==> config.mk <==
export PLATFORM = sky130hd
export DESIGN_NAME = dsr_readout
export DESIGN_NICKNAME = d
export VERILOG_FILES = /design/src/rtl/dsr_pkg.sv /design/src/rtl/dsr_readout.sv /design/src/rtl/dsr_sync.sv /design/src/rtl/dsr_dec_stage.sv
export VERILOG_INCLUDE_DIRS = /design/src /design/src/rtl
export SDC_FILE = /design/constraint.sdc
export NUM_CORES = 1
export LEC_CHECK = 0
export ABC_CLOCK_PERIOD_IN_PS = 2900
export BUFFER_PORTS_ARGS = -buffer_cell sky130_fd_sc_hd__buf_2
export CAP_MARGIN = 10
export CELL_PAD_IN_SITES_DETAIL_PLACEMENT = 0
export CELL_PAD_IN_SITES_GLOBAL_PLACEMENT = 1
export CORE_ASPECT_RATIO = 0.7
export CORE_UTILIZATION = 49
export CTS_CLUSTER_DIAMETER = 60
export DETAILED_ROUTE_END_ITERATION = 12
export PLACE_DENSITY_LB_ADDON = 0.25
export SLEW_MARGIN = 20
export SYNTH_ARGS = -nofsm -noshare
export SYNTH_HDL_FRONTEND = slang
export SYNTH_SLANG_ARGS = --single-unit
export TNS_END_PERCENT = 50
==> constraint.sdc <==
create_clock -name clk -period 2.9 [get_ports clk]
set_input_delay 0.58 -clock clk [delete_from_list [all_inputs] [get_ports clk]]
set_output_delay 0.58 -clock clk [all_outputs]
set_load 0.02 [all_outputs]
==> src/rtl/dsr_defs.svh <==
/*
  Constants for the decimating converter serial readout: widths, settling
  counts and timing. Assumes a single 25 MHz system clock samples all pins.
*/
`ifndef DSR_DEFS_SVH
`define DSR_DEFS_SVH

`define DSR_RESULT_W       24
`define DSR_SETTLE_D8      594
`define DSR_SETTLE_D16     1186
`define DSR_SETTLE_D32     2370
`define DSR_CLK_PERIOD_NS  40
`define DSR_EXTRA_NS       200
`define DSR_EXTRA_CYC      ((`DSR_EXTRA_NS + `DSR_CLK_PERIOD_NS - 1) / `DSR_CLK_PERIOD_NS)
`define DSR_LATER_FACTOR   2

`endif

==> src/rtl/dsr_pkg.sv <==
/*
  Types for the decimating converter serial readout.
  Assumes dsr_defs.svh is reachable by bare name.
*/
`include "dsr_defs.svh"

package dsr_pkg;

  // Raw input pins, all asynchronous to clk
  typedef struct packed {
    logic convClk;
    logic csN;
    logic syncPowerdownN;
    logic shiftClk;
    logic chainIn;
  } dsr_pins_s;

  // Tristate serial output: level and enable
  typedef struct packed {
    logic serialOut;
    logic serialOutEn;
  } dsr_sout_s;

  typedef enum logic [1:0] {
    PS_DOWN   = 2'b00,
    PS_WAKE   = 2'b01,
    PS_FRESET = 2'b10,
    PS_RUN    = 2'b11
  } dsr_power_e;

  typedef logic [`DSR_RESULT_W-1:0] dsr_word_t;

endpackage : dsr_pkg

==> src/rtl/dsr_readout.sv <==
/*
  Digital side of an oversampling converter: sync/power-down sequencing,
  three-stage decimating filter, settling timer, ready flag and serial
  shift-out with chain input.
  Assumes all pins are asynchronous to clk and toggle well below clk/4,
  and that the converter core supplies rawSample on the clk domain.
*/
`timescale 1ns/1ps
`default_nettype none

`include "dsr_defs.svh"

module dsr_readout #(
  parameter int FIRST_DECIM = 8,
  parameter int EXTRA_CYC   = `DSR_EXTRA_CYC
) (
  input  wire logic              clk,
  input  wire logic              rst_n,
  input  wire dsr_pkg::dsr_pins_s pins,
  input  wire dsr_pkg::dsr_word_t rawSample,
  output logic                   sampleStrobe,
  output logic                   coreActive,
  output logic                   resultValidN,
  output dsr_pkg::dsr_sout_s     sout
);
  import dsr_pkg::*;

  localparam int W           = `DSR_RESULT_W;
  // rate is conversion clock over TOTAL_DECIM
  localparam int TOTAL_DECIM = FIRST_DECIM * `DSR_LATER_FACTOR * `DSR_LATER_FACTOR;

  function automatic int settleFor(input int decim);
    if (decim <= 8) begin
      return `DSR_SETTLE_D8;
    end else if (decim <= 16) begin
      return `DSR_SETTLE_D16;
    end
    return `DSR_SETTLE_D32;
  endfunction : settleFor

  localparam int SETTLE_N = settleFor(TOTAL_DECIM);
  localparam int SCW      = $clog2(SETTLE_N + 1);
  localparam int ECW      = $clog2(EXTRA_CYC + 1);

  // Pin synchronisers
  logic convRise;
  logic csLevel;
  logic csFall;
  logic syncLevel;
  logic shiftRise;
  logic shiftFall;
  logic chainLevel;

  dsr_sync u_conv (
    .clk      (clk),
    .rst_n    (rst_n),
    .pinIn    (pins.convClk),
    .resetVal (1'b0),
    .level    (),
    .rise     (convRise),
    .fall     ()
  );

  dsr_sync u_cs (
    .clk      (clk),
    .rst_n    (rst_n),
    .pinIn    (pins.csN),
    .resetVal (1'b1),
    .level    (csLevel),
    .rise     (),
    .fall     (csFall)
  );

  dsr_sync u_syncpd (
    .clk      (clk),
    .rst_n    (rst_n),
    .pinIn    (pins.syncPowerdownN),
    .resetVal (1'b1),
    .level    (syncLevel),
    .rise     (),
    .fall     ()
  );

  dsr_sync u_shift (
    .clk      (clk),
    .rst_n    (rst_n),
    .pinIn    (pins.shiftClk),
    .resetVal (1'b0),
    .level    (),
    .rise     (shiftRise),
    .fall     (shiftFall)
  );

  dsr_sync u_chain (
    .clk      (clk),
    .rst_n    (rst_n),
    .pinIn    (pins.chainIn),
    .resetVal (1'b0),
    .level    (chainLevel),
    .rise     (),
    .fall     ()
  );

  // Power and reset sequencing, all on conversion-clock rising edges
  dsr_power_e power_reg;
  dsr_power_e power_next;

  always_comb begin
    power_next = power_reg;
    if (convRise) begin
      if (!syncLevel) begin
        power_next = PS_DOWN;
      end else begin
        unique case (power_reg)
          PS_DOWN:   power_next = PS_WAKE;
          PS_WAKE:   power_next = PS_FRESET;
          PS_FRESET: power_next = PS_RUN;
          PS_RUN:    power_next = PS_RUN;
        endcase
      end
    end
  end

  // sequence depends only on shared pins
  always_ff @(posedge clk) begin
    if (!rst_n) begin
      power_reg <= PS_DOWN;
    end else begin
      power_reg <= power_next;
    end
  end

  assign coreActive = (power_reg != PS_DOWN);

  // one raw sample per conversion edge
  // conversion timing uses the conversion clock only
  always_ff @(posedge clk) begin
    if (!rst_n) begin
      sampleStrobe <= 1'b0;
    end else begin
      sampleStrobe <= convRise && (power_reg == PS_RUN || power_reg == PS_FRESET)
                      && syncLevel;
    end
  end

  logic      sampleTake_reg;
  dsr_word_t sampleData_reg;

  always_ff @(posedge clk) begin
    if (!rst_n) begin
      sampleTake_reg <= 1'b0;
      sampleData_reg <= '0;
    end else begin
      sampleTake_reg <= sampleStrobe;
      if (sampleStrobe) begin
        sampleData_reg <= rawSample;
      end
    end
  end

  logic      filterClear;
  logic      s1Valid;
  logic      s2Valid;
  logic      filtValid;
  dsr_word_t s1Data;
  dsr_word_t s2Data;
  dsr_word_t filtData;

  // Filter history is dropped while down and waking, up to the reset edge
  assign filterClear = (power_reg == PS_DOWN) || (power_reg == PS_WAKE);

  dsr_dec_stage #(.W(W), .FACTOR(FIRST_DECIM)) u_stage1 (
    .clk      (clk),
    .rst_n    (rst_n),
    .clear    (filterClear),
    .inValid  (sampleTake_reg),
    .inData   (sampleData_reg),
    .outValid (s1Valid),
    .outData  (s1Data)
  );

  dsr_dec_stage #(.W(W), .FACTOR(`DSR_LATER_FACTOR)) u_stage2 (
    .clk      (clk),
    .rst_n    (rst_n),
    .clear    (filterClear),
    .inValid  (s1Valid),
    .inData   (s1Data),
    .outValid (s2Valid),
    .outData  (s2Data)
  );

  dsr_dec_stage #(.W(W), .FACTOR(`DSR_LATER_FACTOR)) u_stage3 (
    .clk      (clk),
    .rst_n    (rst_n),
    .clear    (filterClear),
    .inValid  (s2Valid),
    .inData   (s2Data),
    .outValid (filtValid),
    .outData  (filtData)
  );

  // settling counted from the wake edge
  logic [SCW-1:0] settleCnt_reg;
  logic           settled_reg;

  always_ff @(posedge clk) begin
    if (!rst_n || power_reg == PS_DOWN) begin
      settleCnt_reg <= '0;
      settled_reg   <= 1'b0;
    end else if (convRise && syncLevel && !settled_reg) begin
      if (settleCnt_reg == SCW'(SETTLE_N - 1)) begin
        settled_reg <= 1'b1;
      end
      settleCnt_reg <= settleCnt_reg + SCW'(1);
    end
  end

  // Fixed extra delay after the counted edges
  logic [ECW-1:0] extraCnt_reg;
  logic           extraDone_reg;

  always_ff @(posedge clk) begin
    if (!rst_n || !settled_reg) begin
      extraCnt_reg  <= '0;
      extraDone_reg <= 1'b0;
    end else if (!extraDone_reg) begin
      if (extraCnt_reg == ECW'(EXTRA_CYC - 1)) begin
        extraDone_reg <= 1'b1;
      end
      extraCnt_reg <= extraCnt_reg + ECW'(1);
    end
  end

  // Live once the first result has been published
  logic      live_reg;
  logic      firstPublish;
  logic      publish;
  dsr_word_t latest_reg;

  always_ff @(posedge clk) begin
    if (!rst_n || power_reg == PS_DOWN) begin
      latest_reg <= '0;
    end else if (filtValid) begin
      latest_reg <= filtData;
    end
  end

  assign firstPublish = extraDone_reg && !live_reg;
  assign publish = firstPublish || (live_reg && filtValid);

  always_ff @(posedge clk) begin
    if (!rst_n || power_reg == PS_DOWN) begin
      live_reg <= 1'b0;
    end else if (firstPublish) begin
      live_reg <= 1'b1;
    end
  end

  // Ready flag: one high cycle while the output word updates, then low
  logic      loadPend_reg;
  dsr_word_t pend_reg;
  dsr_word_t outWord_reg;

  always_ff @(posedge clk) begin
    if (!rst_n) begin
      resultValidN <= 1'b1;
      loadPend_reg <= 1'b0;
      pend_reg     <= '0;
      outWord_reg  <= '0;
    end else if (power_reg == PS_DOWN || (convRise && !syncLevel)) begin
      resultValidN <= 1'b1;
      loadPend_reg <= 1'b0;
    end else if (publish) begin
      resultValidN <= 1'b1;
      loadPend_reg <= 1'b1;
      pend_reg     <= firstPublish ? (filtValid ? filtData : latest_reg) : filtData;
    end else if (loadPend_reg) begin
      resultValidN <= 1'b0;
      loadPend_reg <= 1'b0;
      outWord_reg  <= pend_reg;
    end
  end

  // Serial shifter; chain bit captured on the shift-clock rising edge
  dsr_word_t shift_reg;
  logic      chainBit_reg;

  always_ff @(posedge clk) begin
    if (!rst_n) begin
      chainBit_reg <= 1'b0;
    end else if (shiftRise && !csLevel) begin
      chainBit_reg <= chainLevel;
    end
  end

  always_ff @(posedge clk) begin
    if (!rst_n) begin
      shift_reg <= '0;
    end else if (loadPend_reg) begin
      shift_reg <= pend_reg;
    end else if (csFall) begin
      shift_reg <= outWord_reg;
    end else if (shiftFall && !csLevel) begin
      shift_reg <= {shift_reg[W-2:0], chainBit_reg};
    end
  end

  always_ff @(posedge clk) begin
    if (!rst_n) begin
      sout.serialOut   <= 1'b0;
      sout.serialOutEn <= 1'b0;
    end else begin
      sout.serialOut   <= shift_reg[W-1];
      sout.serialOutEn <= !csLevel;
    end
  end


endmodule : dsr_readout

`default_nettype wire

==> src/rtl/dsr_sync.sv <==
/*
  Two-flop synchroniser with edge pulses for one asynchronous pin.
  Assumes clk is free running; edges are detected after the second flop.
*/
`timescale 1ns/1ps
`default_nettype none

module dsr_sync (
  input  wire logic clk,
  input  wire logic rst_n,
  input  wire logic pinIn,
  input  wire logic resetVal,
  output logic      level,
  output logic      rise,
  output logic      fall
);
  logic meta_reg;
  logic stable_reg;
  logic prev_reg;

  always_ff @(posedge clk) begin
    if (!rst_n) begin
      meta_reg   <= 1'b0;
      stable_reg <= 1'b0;
      prev_reg   <= 1'b0;
    end else begin
      meta_reg   <= pinIn;
      stable_reg <= meta_reg;
      prev_reg   <= stable_reg;
    end
  end

  // Reset value stands in for the level, and edges are masked, until the chain has filled with real data
  logic [1:0] fill_reg;
  always_ff @(posedge clk) begin
    if (!rst_n) begin
      fill_reg <= 2'h0;
    end else if (fill_reg != 2'h3) begin
      fill_reg <= fill_reg + 2'h1;
    end
  end

  assign level = (fill_reg == 2'h3) ? stable_reg : resetVal;
  assign rise  = (fill_reg == 2'h3) & stable_reg & ~prev_reg;
  assign fall  = (fill_reg == 2'h3) & ~stable_reg & prev_reg;

endmodule : dsr_sync

`default_nettype wire

==> src/rtl/dsr_dec_stage.sv <==
/*
  One decimating filter stage: boxcar average of FACTOR inputs.
  Assumes FACTOR is a power of two and inputs arrive as one-cycle strobes.
*/
`timescale 1ns/1ps
`default_nettype none

module dsr_dec_stage #(
  parameter int W      = 24,
  parameter int FACTOR = 2
) (
  input  wire logic         clk,
  input  wire logic         rst_n,
  input  wire logic         clear,
  input  wire logic         inValid,
  input  wire logic [W-1:0] inData,
  output logic              outValid,
  output logic [W-1:0]      outData
);
  localparam int SH = $clog2(FACTOR);

  logic signed [W+SH-1:0] acc_reg;
  logic        [SH-1:0]   cnt_reg;
  logic signed [W+SH-1:0] sum;

  assign sum = acc_reg + (W+SH)'(signed'(inData));

  always_ff @(posedge clk) begin
    if (!rst_n || clear) begin
      acc_reg  <= '0;
      cnt_reg  <= '0;
      outValid <= 1'b0;
      outData  <= '0;
    end else begin
      outValid <= 1'b0;
      if (inValid) begin
        if (cnt_reg == SH'(FACTOR - 1)) begin
          // Dividing by shift keeps the stage gain at one
          outData  <= W'(sum >>> SH);
          outValid <= 1'b1;
          acc_reg  <= '0;
          cnt_reg  <= '0;
        end else begin
          acc_reg <= sum;
          cnt_reg <= cnt_reg + SH'(1);
        end
      end
    end
  end

endmodule : dsr_dec_stage

`default_nettype wire

==> summary.txt, run 1 <==
Critical path
  – Worst Setup Start Kind: register
  – WP data required: 3.32 ns
  – WS Path Type: register to register
  – Crit. End Element: register
  – CP max FO: 3
  – Crit path arrival time: 3.17 ns

Clock network
  – CTS tree: done
  – Root Driver: clkbuf_16
  – TritonCTS Buffers: 35
  – # hold bufs at CTS: 0
  – Setup bufs post-CTS: 0
  – H-tree depth: 2
  – CTS max path bufs: 3
  – # clock sinks: 327
  – Worst-Skew Late Latency: 0.53 ns
  – CTS clk-pin slew, worst paths: 0.06 ns

Power
  – Switching share of power: 0.213
  – Clock power frac: 0.488
  – Peak supply drop: 486 µV
  – Share of total power in sequential cells: 0.493
  – Power density cells: 516 nW/µm²
  – Post-layout total power: 9250 µW
  – Logic gate share of total power: 0.020
  – Power Internal: 7280 µW
  – Pleak: 0.00719 µW
  – Switch Pwr: 1970 µW

Routing
  – Wire per inst: 16.8 µm
  – Antenna Nets Post-Route: 0
  – Initial DRC Count: 927
  – Via density per instance: 5.64
  – Vias: 13100
  – Routed wire length: 38900 µm
  – DR DRC count: 0
  – Detailed Routing Iterations Pass 1: 5

Place
  – Post-Place Worst Slack: 0.154 ns
  – PortBufs: 35
  – Dpl hpwl: 27900 µm
  – Global placement routability congestion: 0.922

Outcome
  – Status: finished, final reports clean

Global route
  – First-pass GRT wire length: 64300 µm
  – Grt ovf: 0
  – Vias in the first global route: 12300
  – Total track usage: 0.234
  – Largest net degree at the start of global routing: 84
  – Antenna violations before repair: 1

Yosys
  – Seq/Total Area, Yosys: 0.406
  – Share of the synthesized area in the top cell type: 0.406
  – YS warnings: 0
  – Synth cell types: 73
  – Cell type with the highest aggregate area in the netlist: dfxtp_1
  – Top FF cell, synth: dfxtp_1
  – Post-Syn Area per Cell: 8.68 µm²
  – Async SR Flop Fraction: 0
  – Mapped Cells: 1857
  – Top cells by count, synth: 327 x dfxtp_1, 237 x nand2_1, 167 x nor2_1, 159 x a21oi_1, 90 x clkbuf_1
  – Area contributors post-synth: dfxtp_1 41%, ha_1 6.6%, nand2_1 5.5%
  – Mapped Nets: 1976
  – Post-synth EDFFs: 0
  – Synth Register Bits: 327
  – Most common cell in the synthesized netlist: dfxtp_1
  – Mapped cell area: 16100 µm²

Die
  – Top-Level Pins: 36
  – Core ar.: 32300 µm²
  – Initial Util: 0.498
  – Die area: 33600 µm²
  – Die height: 154 µm
  – Die width: 219 µm
  – Site Rows: 55

Timing
  – Period minus WS final: 2.74 ns
  – Post-layout worst setup margin: 0.157 ns
  – Hold Fails Final Rpt: 0
  – WHS: 0.254 ns
  – Final setup fails: 0
  – Setup Skew: 0.0190 ns
  – Final period utilization: 0.946
  – Total negative slack: 0 ns
  – Slew HR: 0.256
  – Peak Freq: 365 MHz
  – Slew at the pin with the worst max-slew slack: 1.11 ns
  – RSZ-0062 raised after global routing: false
  – Pins Over Slew Limit: 0

Cells and area
  – Area grow syn2layout: 11.3%
  – Fin nets: 1988
  – Layout cells sized above 1: 0.0824
  – Largest register FFs: 27
  – Diodes inserted: 0

Min path
  – Worst Hold Class: input pin to register

Flow run
  – Max_cap viols: 0
-- worst max-delay path, stage by stage, from the launching register on --
cell and delay [ns]:
dfxtp_1 0.31, ha_1 0.22, fa_1 0.41, a21o_1 0.19, a21oi_2 0.22, o21ai_2 0.11, a21oi_2 0.20, o41ai_1 0.11
buf_4 0.15, a311o_1 0.39, a221o_1 0.32
-- logic make-up after synthesis --
kind of cell | synth area share
AND/OR/NAND/NOR | 0.181
AO/OA/AOI/OAI | 0.213
flip-flops | 0.406
buffers and inverters | 0.0326
adder cells (fa/ha/maj) | 0.0697
XOR/XNOR | 0.0466
multiplexers | 0.0509
-- repair_timing --
action,in CTS,in global routing
setup endpoints to repair,0,3
endpoints found under the hold margin,0,0
gates resized for setup,0,2
-- per-stage QoR --
stage           util  instance area [µm²]  instances
6_report       0.554                17900       2321
3_3_place_gp   0.519                16800       2259
2_1_floorplan      -                16100       1857
5_1_grt        0.554                17900       2321
3_5_place_dp   0.519                16800       2259
4_1_cts        0.554                17900       2321
-- per-layer routing --
layer	vias to the layer above	global-route usage	part of all wire
met5	-	0	0
met4	0	0.0483	0.012
met3	42	0.0459	0.059
met2	287	0.328	0.39
met1	6179	0.365	0.54
li1	6589	-	-
-- cell type report --
class	instances	area, µm²
clock inverters	13	155
flip-flops and latches	327	6550
well taps	427	534
inverters	36	135
fillers	3044	14400
repair buffers	78	500
multi-input cells	1391	9070
clock buffers	49	988
-- power by group through the flow --
stage | clock [µW] | sequential, µW | combinational, µW
6_report | 4510 | 4550 | 183
5_1_grt | 4820 | 4560 | 207
4_1_cts | 4610 | 4550 | 187
3_5_place_dp | 0 | 4650 | 186
3_3_place_gp | 0 | 4650 | 178
2_1_floorplan | 0 | 4650 | 129
-- layout by cell type, fill, tap and decap left out, types with 6 or more instances in the layout --
cell	count
dfxtp_1	326
nand2_1	236
nor2_1	166
a21oi_1	158
ha_1	85
mux2i_1	82
o21ai_0	66
a22o_1	61
nand3_1	55
and2_1	53
xnor2_1	48
buf_4	44
nor2b_1	43
a21o_1	39
xor2_1	35
clkbuf_16	35
inv_1	34
buf_2	34
a21boi_0	28
a22oi_1	24
o211a_1	24
nor3_1	16
nand4_1	16
a211oi_1	12
o21a_1	9
o21bai_1	9
a31oi_1	8
nand2b_1	8
clkbuf_1	8
and3_1	7
or3_1	7
o31ai_1	6
clkinv_2	6
clkbuf_8	6
-- final timing paths --
check	startpoint	endpoint	slack (ns)	cells past startpoint
worst min-delay path	pins[3]	u_cs.meta_reg	0.25	2
worst min register to register	u_chain.meta_reg	u_chain.stable_reg	0.43	1
worst max register to register	sampleData_reg[0]	u_stage1.outData[21]	0.16	10
worst max-delay path	sampleData_reg[0]	u_stage1.outData[21]	0.16	10
No activity file was read; power rests on OpenSTA's default activity.
==> run 2: changes to the inputs <==
SETUP_SLACK_MARGIN = 0.4   (was not set)
==> run 2 against run 1 <==
- sequential share of layout area is 1.3 points lower
- clock power hardly changed
- clock skew is 0.00098 ns lower
- die area stayed put
- global-route usage is 0.34 points higher
- via count is 1.4% higher
- total power hardly changed
- setup slack better by 0.14 ns
- cell count is 0.95% higher
- critical endpoint is now u_stage3.acc_reg[21]
==> summary.txt, run 2 (synthesis results as in run 1) <==
Critical path
  – Crit path arrival time: 3.02 ns
  – Critical R2R Launch: u_stage2.outData[3]
  – CP max FO: 5
  – Crit. End Element: register
  – Flop2flop setup slack: 0.29 ns
  – WS Path Type: register to register
  – Worst r2r path cells: 9
  – Worst Setup Start Kind: register
  – WP data required: 3.31 ns
  – R2R Path End: u_stage3.acc_reg[21]

Routing
  – Initial DRC Count: 1031
  – Wire per inst: 17.1 µm
  – Met1 WL: 20900 µm
  – Detailed Routing Iterations Pass 1: 6
  – Met3 WL: 2590 µm
  – Top Metal Used: met4
  – Routed wire length: 40000 µm
  – Vias: 13300
  – DR DRC count: 0
  – Via density per instance: 5.67
  – Antenna Nets Post-Route: 0
  – Met2 Routed Length: 16000 µm

Timing
  – Total negative slack: 0 ns
  – Setup Skew: 0.0180 ns
  – Period minus WS final: 2.61 ns
  – Hold Fails Final Rpt: 0
  – Final period utilization: 0.898
  – Slew HR: 0.298
  – Final setup fails: 0
  – Pins Over Slew Limit: 0
  – Peak Freq: 384 MHz
  – Slew at the pin with the worst max-slew slack: 1.05 ns
  – RSZ-0062 raised after global routing: true

Die
  – Initial Util: 0.498
  – Die area: 33600 µm²
  – Top-Level Pins: 36
  – Site Rows: 55
  – Core ar.: 32300 µm²
  – Die height: 154 µm
  – Die width: 219 µm

Min path
  – HP Start: pins[3]
  – Worst hold path endpoint: u_cs.meta_reg
  – Hold Path Depth: 2
  – Worst Hold Class: input pin to register

Outcome
  – Status: finished, final reports clean

Power
  – Logic gate share of total power: 0.020
  – Peak supply drop: 487 µV
  – Pleak: 0.00734 µW
  – Power Internal: 7280 µW
  – Clock power frac: 0.488
  – Switching share of power: 0.213
  – Share of total power in sequential cells: 0.492
  – Power density cells: 496 nW/µm²
  – Switch Pwr: 1970 µW

Cells and area
  – Most frequent cells in the layout: 311 x dfxtp_1, 233 x nand2_1, 163 x nor2_1
  – Area grow syn2layout: 15.7%
  – Final Cell Area: 18600 µm²
  – Commonest non-fill, non-tap cell in the layout: dfxtp_1
  – Diodes inserted: 0
  – Fillers: 2955
  – Largest register FFs: 27
  – Layout cells sized above 1: 0.141
  – Fin nets: 2010
  – Final cell count without fillers: 2343

Clock network
  – # clock sinks: 327
  – Worst-Skew Late Latency: 0.53 ns
  – # hold bufs at CTS: 0
  – CTS tree: done
  – CTS max path bufs: 3
  – CTS clk-pin slew, worst paths: 0.06 ns
  – TritonCTS Buffers: 35
  – H-tree depth: 2
  – Root Driver: clkbuf_16

Place
  – Placed cells: 2259
  – Global placement routability congestion: 0.922
  – Placed instance area: 16800 µm²
  – Dpl hpwl: 27900 µm
  – PortBufs: 35

Flow run
  – Max_cap viols: 0

Global route
  – Antenna violations before repair: 1
  – Largest net degree at the start of global routing: 84
  – Grt ovf: 0
  – Vias in the first global route: 12400
  – First-pass GRT wire length: 65200 µm
  – Total track usage: 0.238
==> run 2: metal layers <==
layer  GRT usage  up-vias
li1            -     6630
met1       0.371     6289
met2       0.336      318
met3      0.0423       42
met4      0.0466        0
met5           0        -
==> run 2: worst max-delay path, cell delays in order, from the launching register on <==
cell and delay, ns:
dfxtp_1 0.32, ha_1 0.35, a21o_1 0.17, a21oi_1 0.24
a211oi_1 0.17, o31a_1 0.32, buf_4 0.16, a211oi_1 0.36
xnor2_1 0.16, a22o_1 0.23
==> run 2: final cells by class <==
class | instances | area, µm² | share of cell area
Tap cell | 427 | 534 | 0.0287
Timing Repair Buffer | 100 | 681 | 0.0365
Sequential cell | 327 | 6570 | 0.352
Clock buffer | 49 | 988 | 0.0530
Multi-Input combinational cell | 1391 | 9580 | 0.514
Clock inverter | 13 | 155 | 0.00832
Inverter | 36 | 135 | 0.00725
==> run 2: stage by stage <==
| stage | util | power, µW | hold slack [ns] | worst slack [ns] |
|---|---|---|---|---|
| global route | 0.576 | 9590 | 0.233 | 0.215 |
| detailed placement | 0.519 | 4840 | 0.418 | 0.154 |
| finish | 0.576 | 9250 | 0.255 | 0.295 |
| CTS | 0.564 | 9360 | 0.232 | 0.327 |
| floorplan | - | 4780 | 0.412 | 0.452 |
| global placement | 0.519 | 4830 | 0.421 | 0.202 |
==> run 2: what timing repair did <==
| action | CTS | global route |
|---|---|---|
| setup buffers | 13 | 9 |
| endpoints found under the hold margin | 0 | 0 |
| gates resized for setup | 47 | 82 |
| pin swaps | 32 | 39 |
| setup endpoints to repair | 48 | 63 |
==> run 2: power groups by stage <==
| stage | clock, µW | combinational [µW] | sequential [µW] |
|---|---|---|---|
| 2_1_floorplan | 0 | 129 | 4650 |
| 3_3_place_gp | 0 | 178 | 4650 |
| 3_5_place_dp | 0 | 186 | 4650 |
| 4_1_cts | 4610 | 187 | 4550 |
| 5_1_grt | 4820 | 207 | 4560 |
| 6_report | 4510 | 182 | 4550 |
==> run 2: how the worst max path moves through the flow <==
stage	startpoint	slack, ns	endpoint	cells after the start
after global routing	u_stage1.acc_reg[8]	0.22	u_stage1.acc_reg[24]	10
after detailed placement	sampleData_reg[0]	0.15	u_stage1.outData[21]	10
after CTS	u_stage2.acc_reg[0]	0.33	u_stage2.outData[21]	11
after floorplan	sampleData_reg[0]	0.45	u_stage1.outData[21]	9
after global placement	sampleData_reg[0]	0.20	u_stage1.outData[21]	10
final	u_stage2.outData[3]	0.29	u_stage3.acc_reg[21]	9
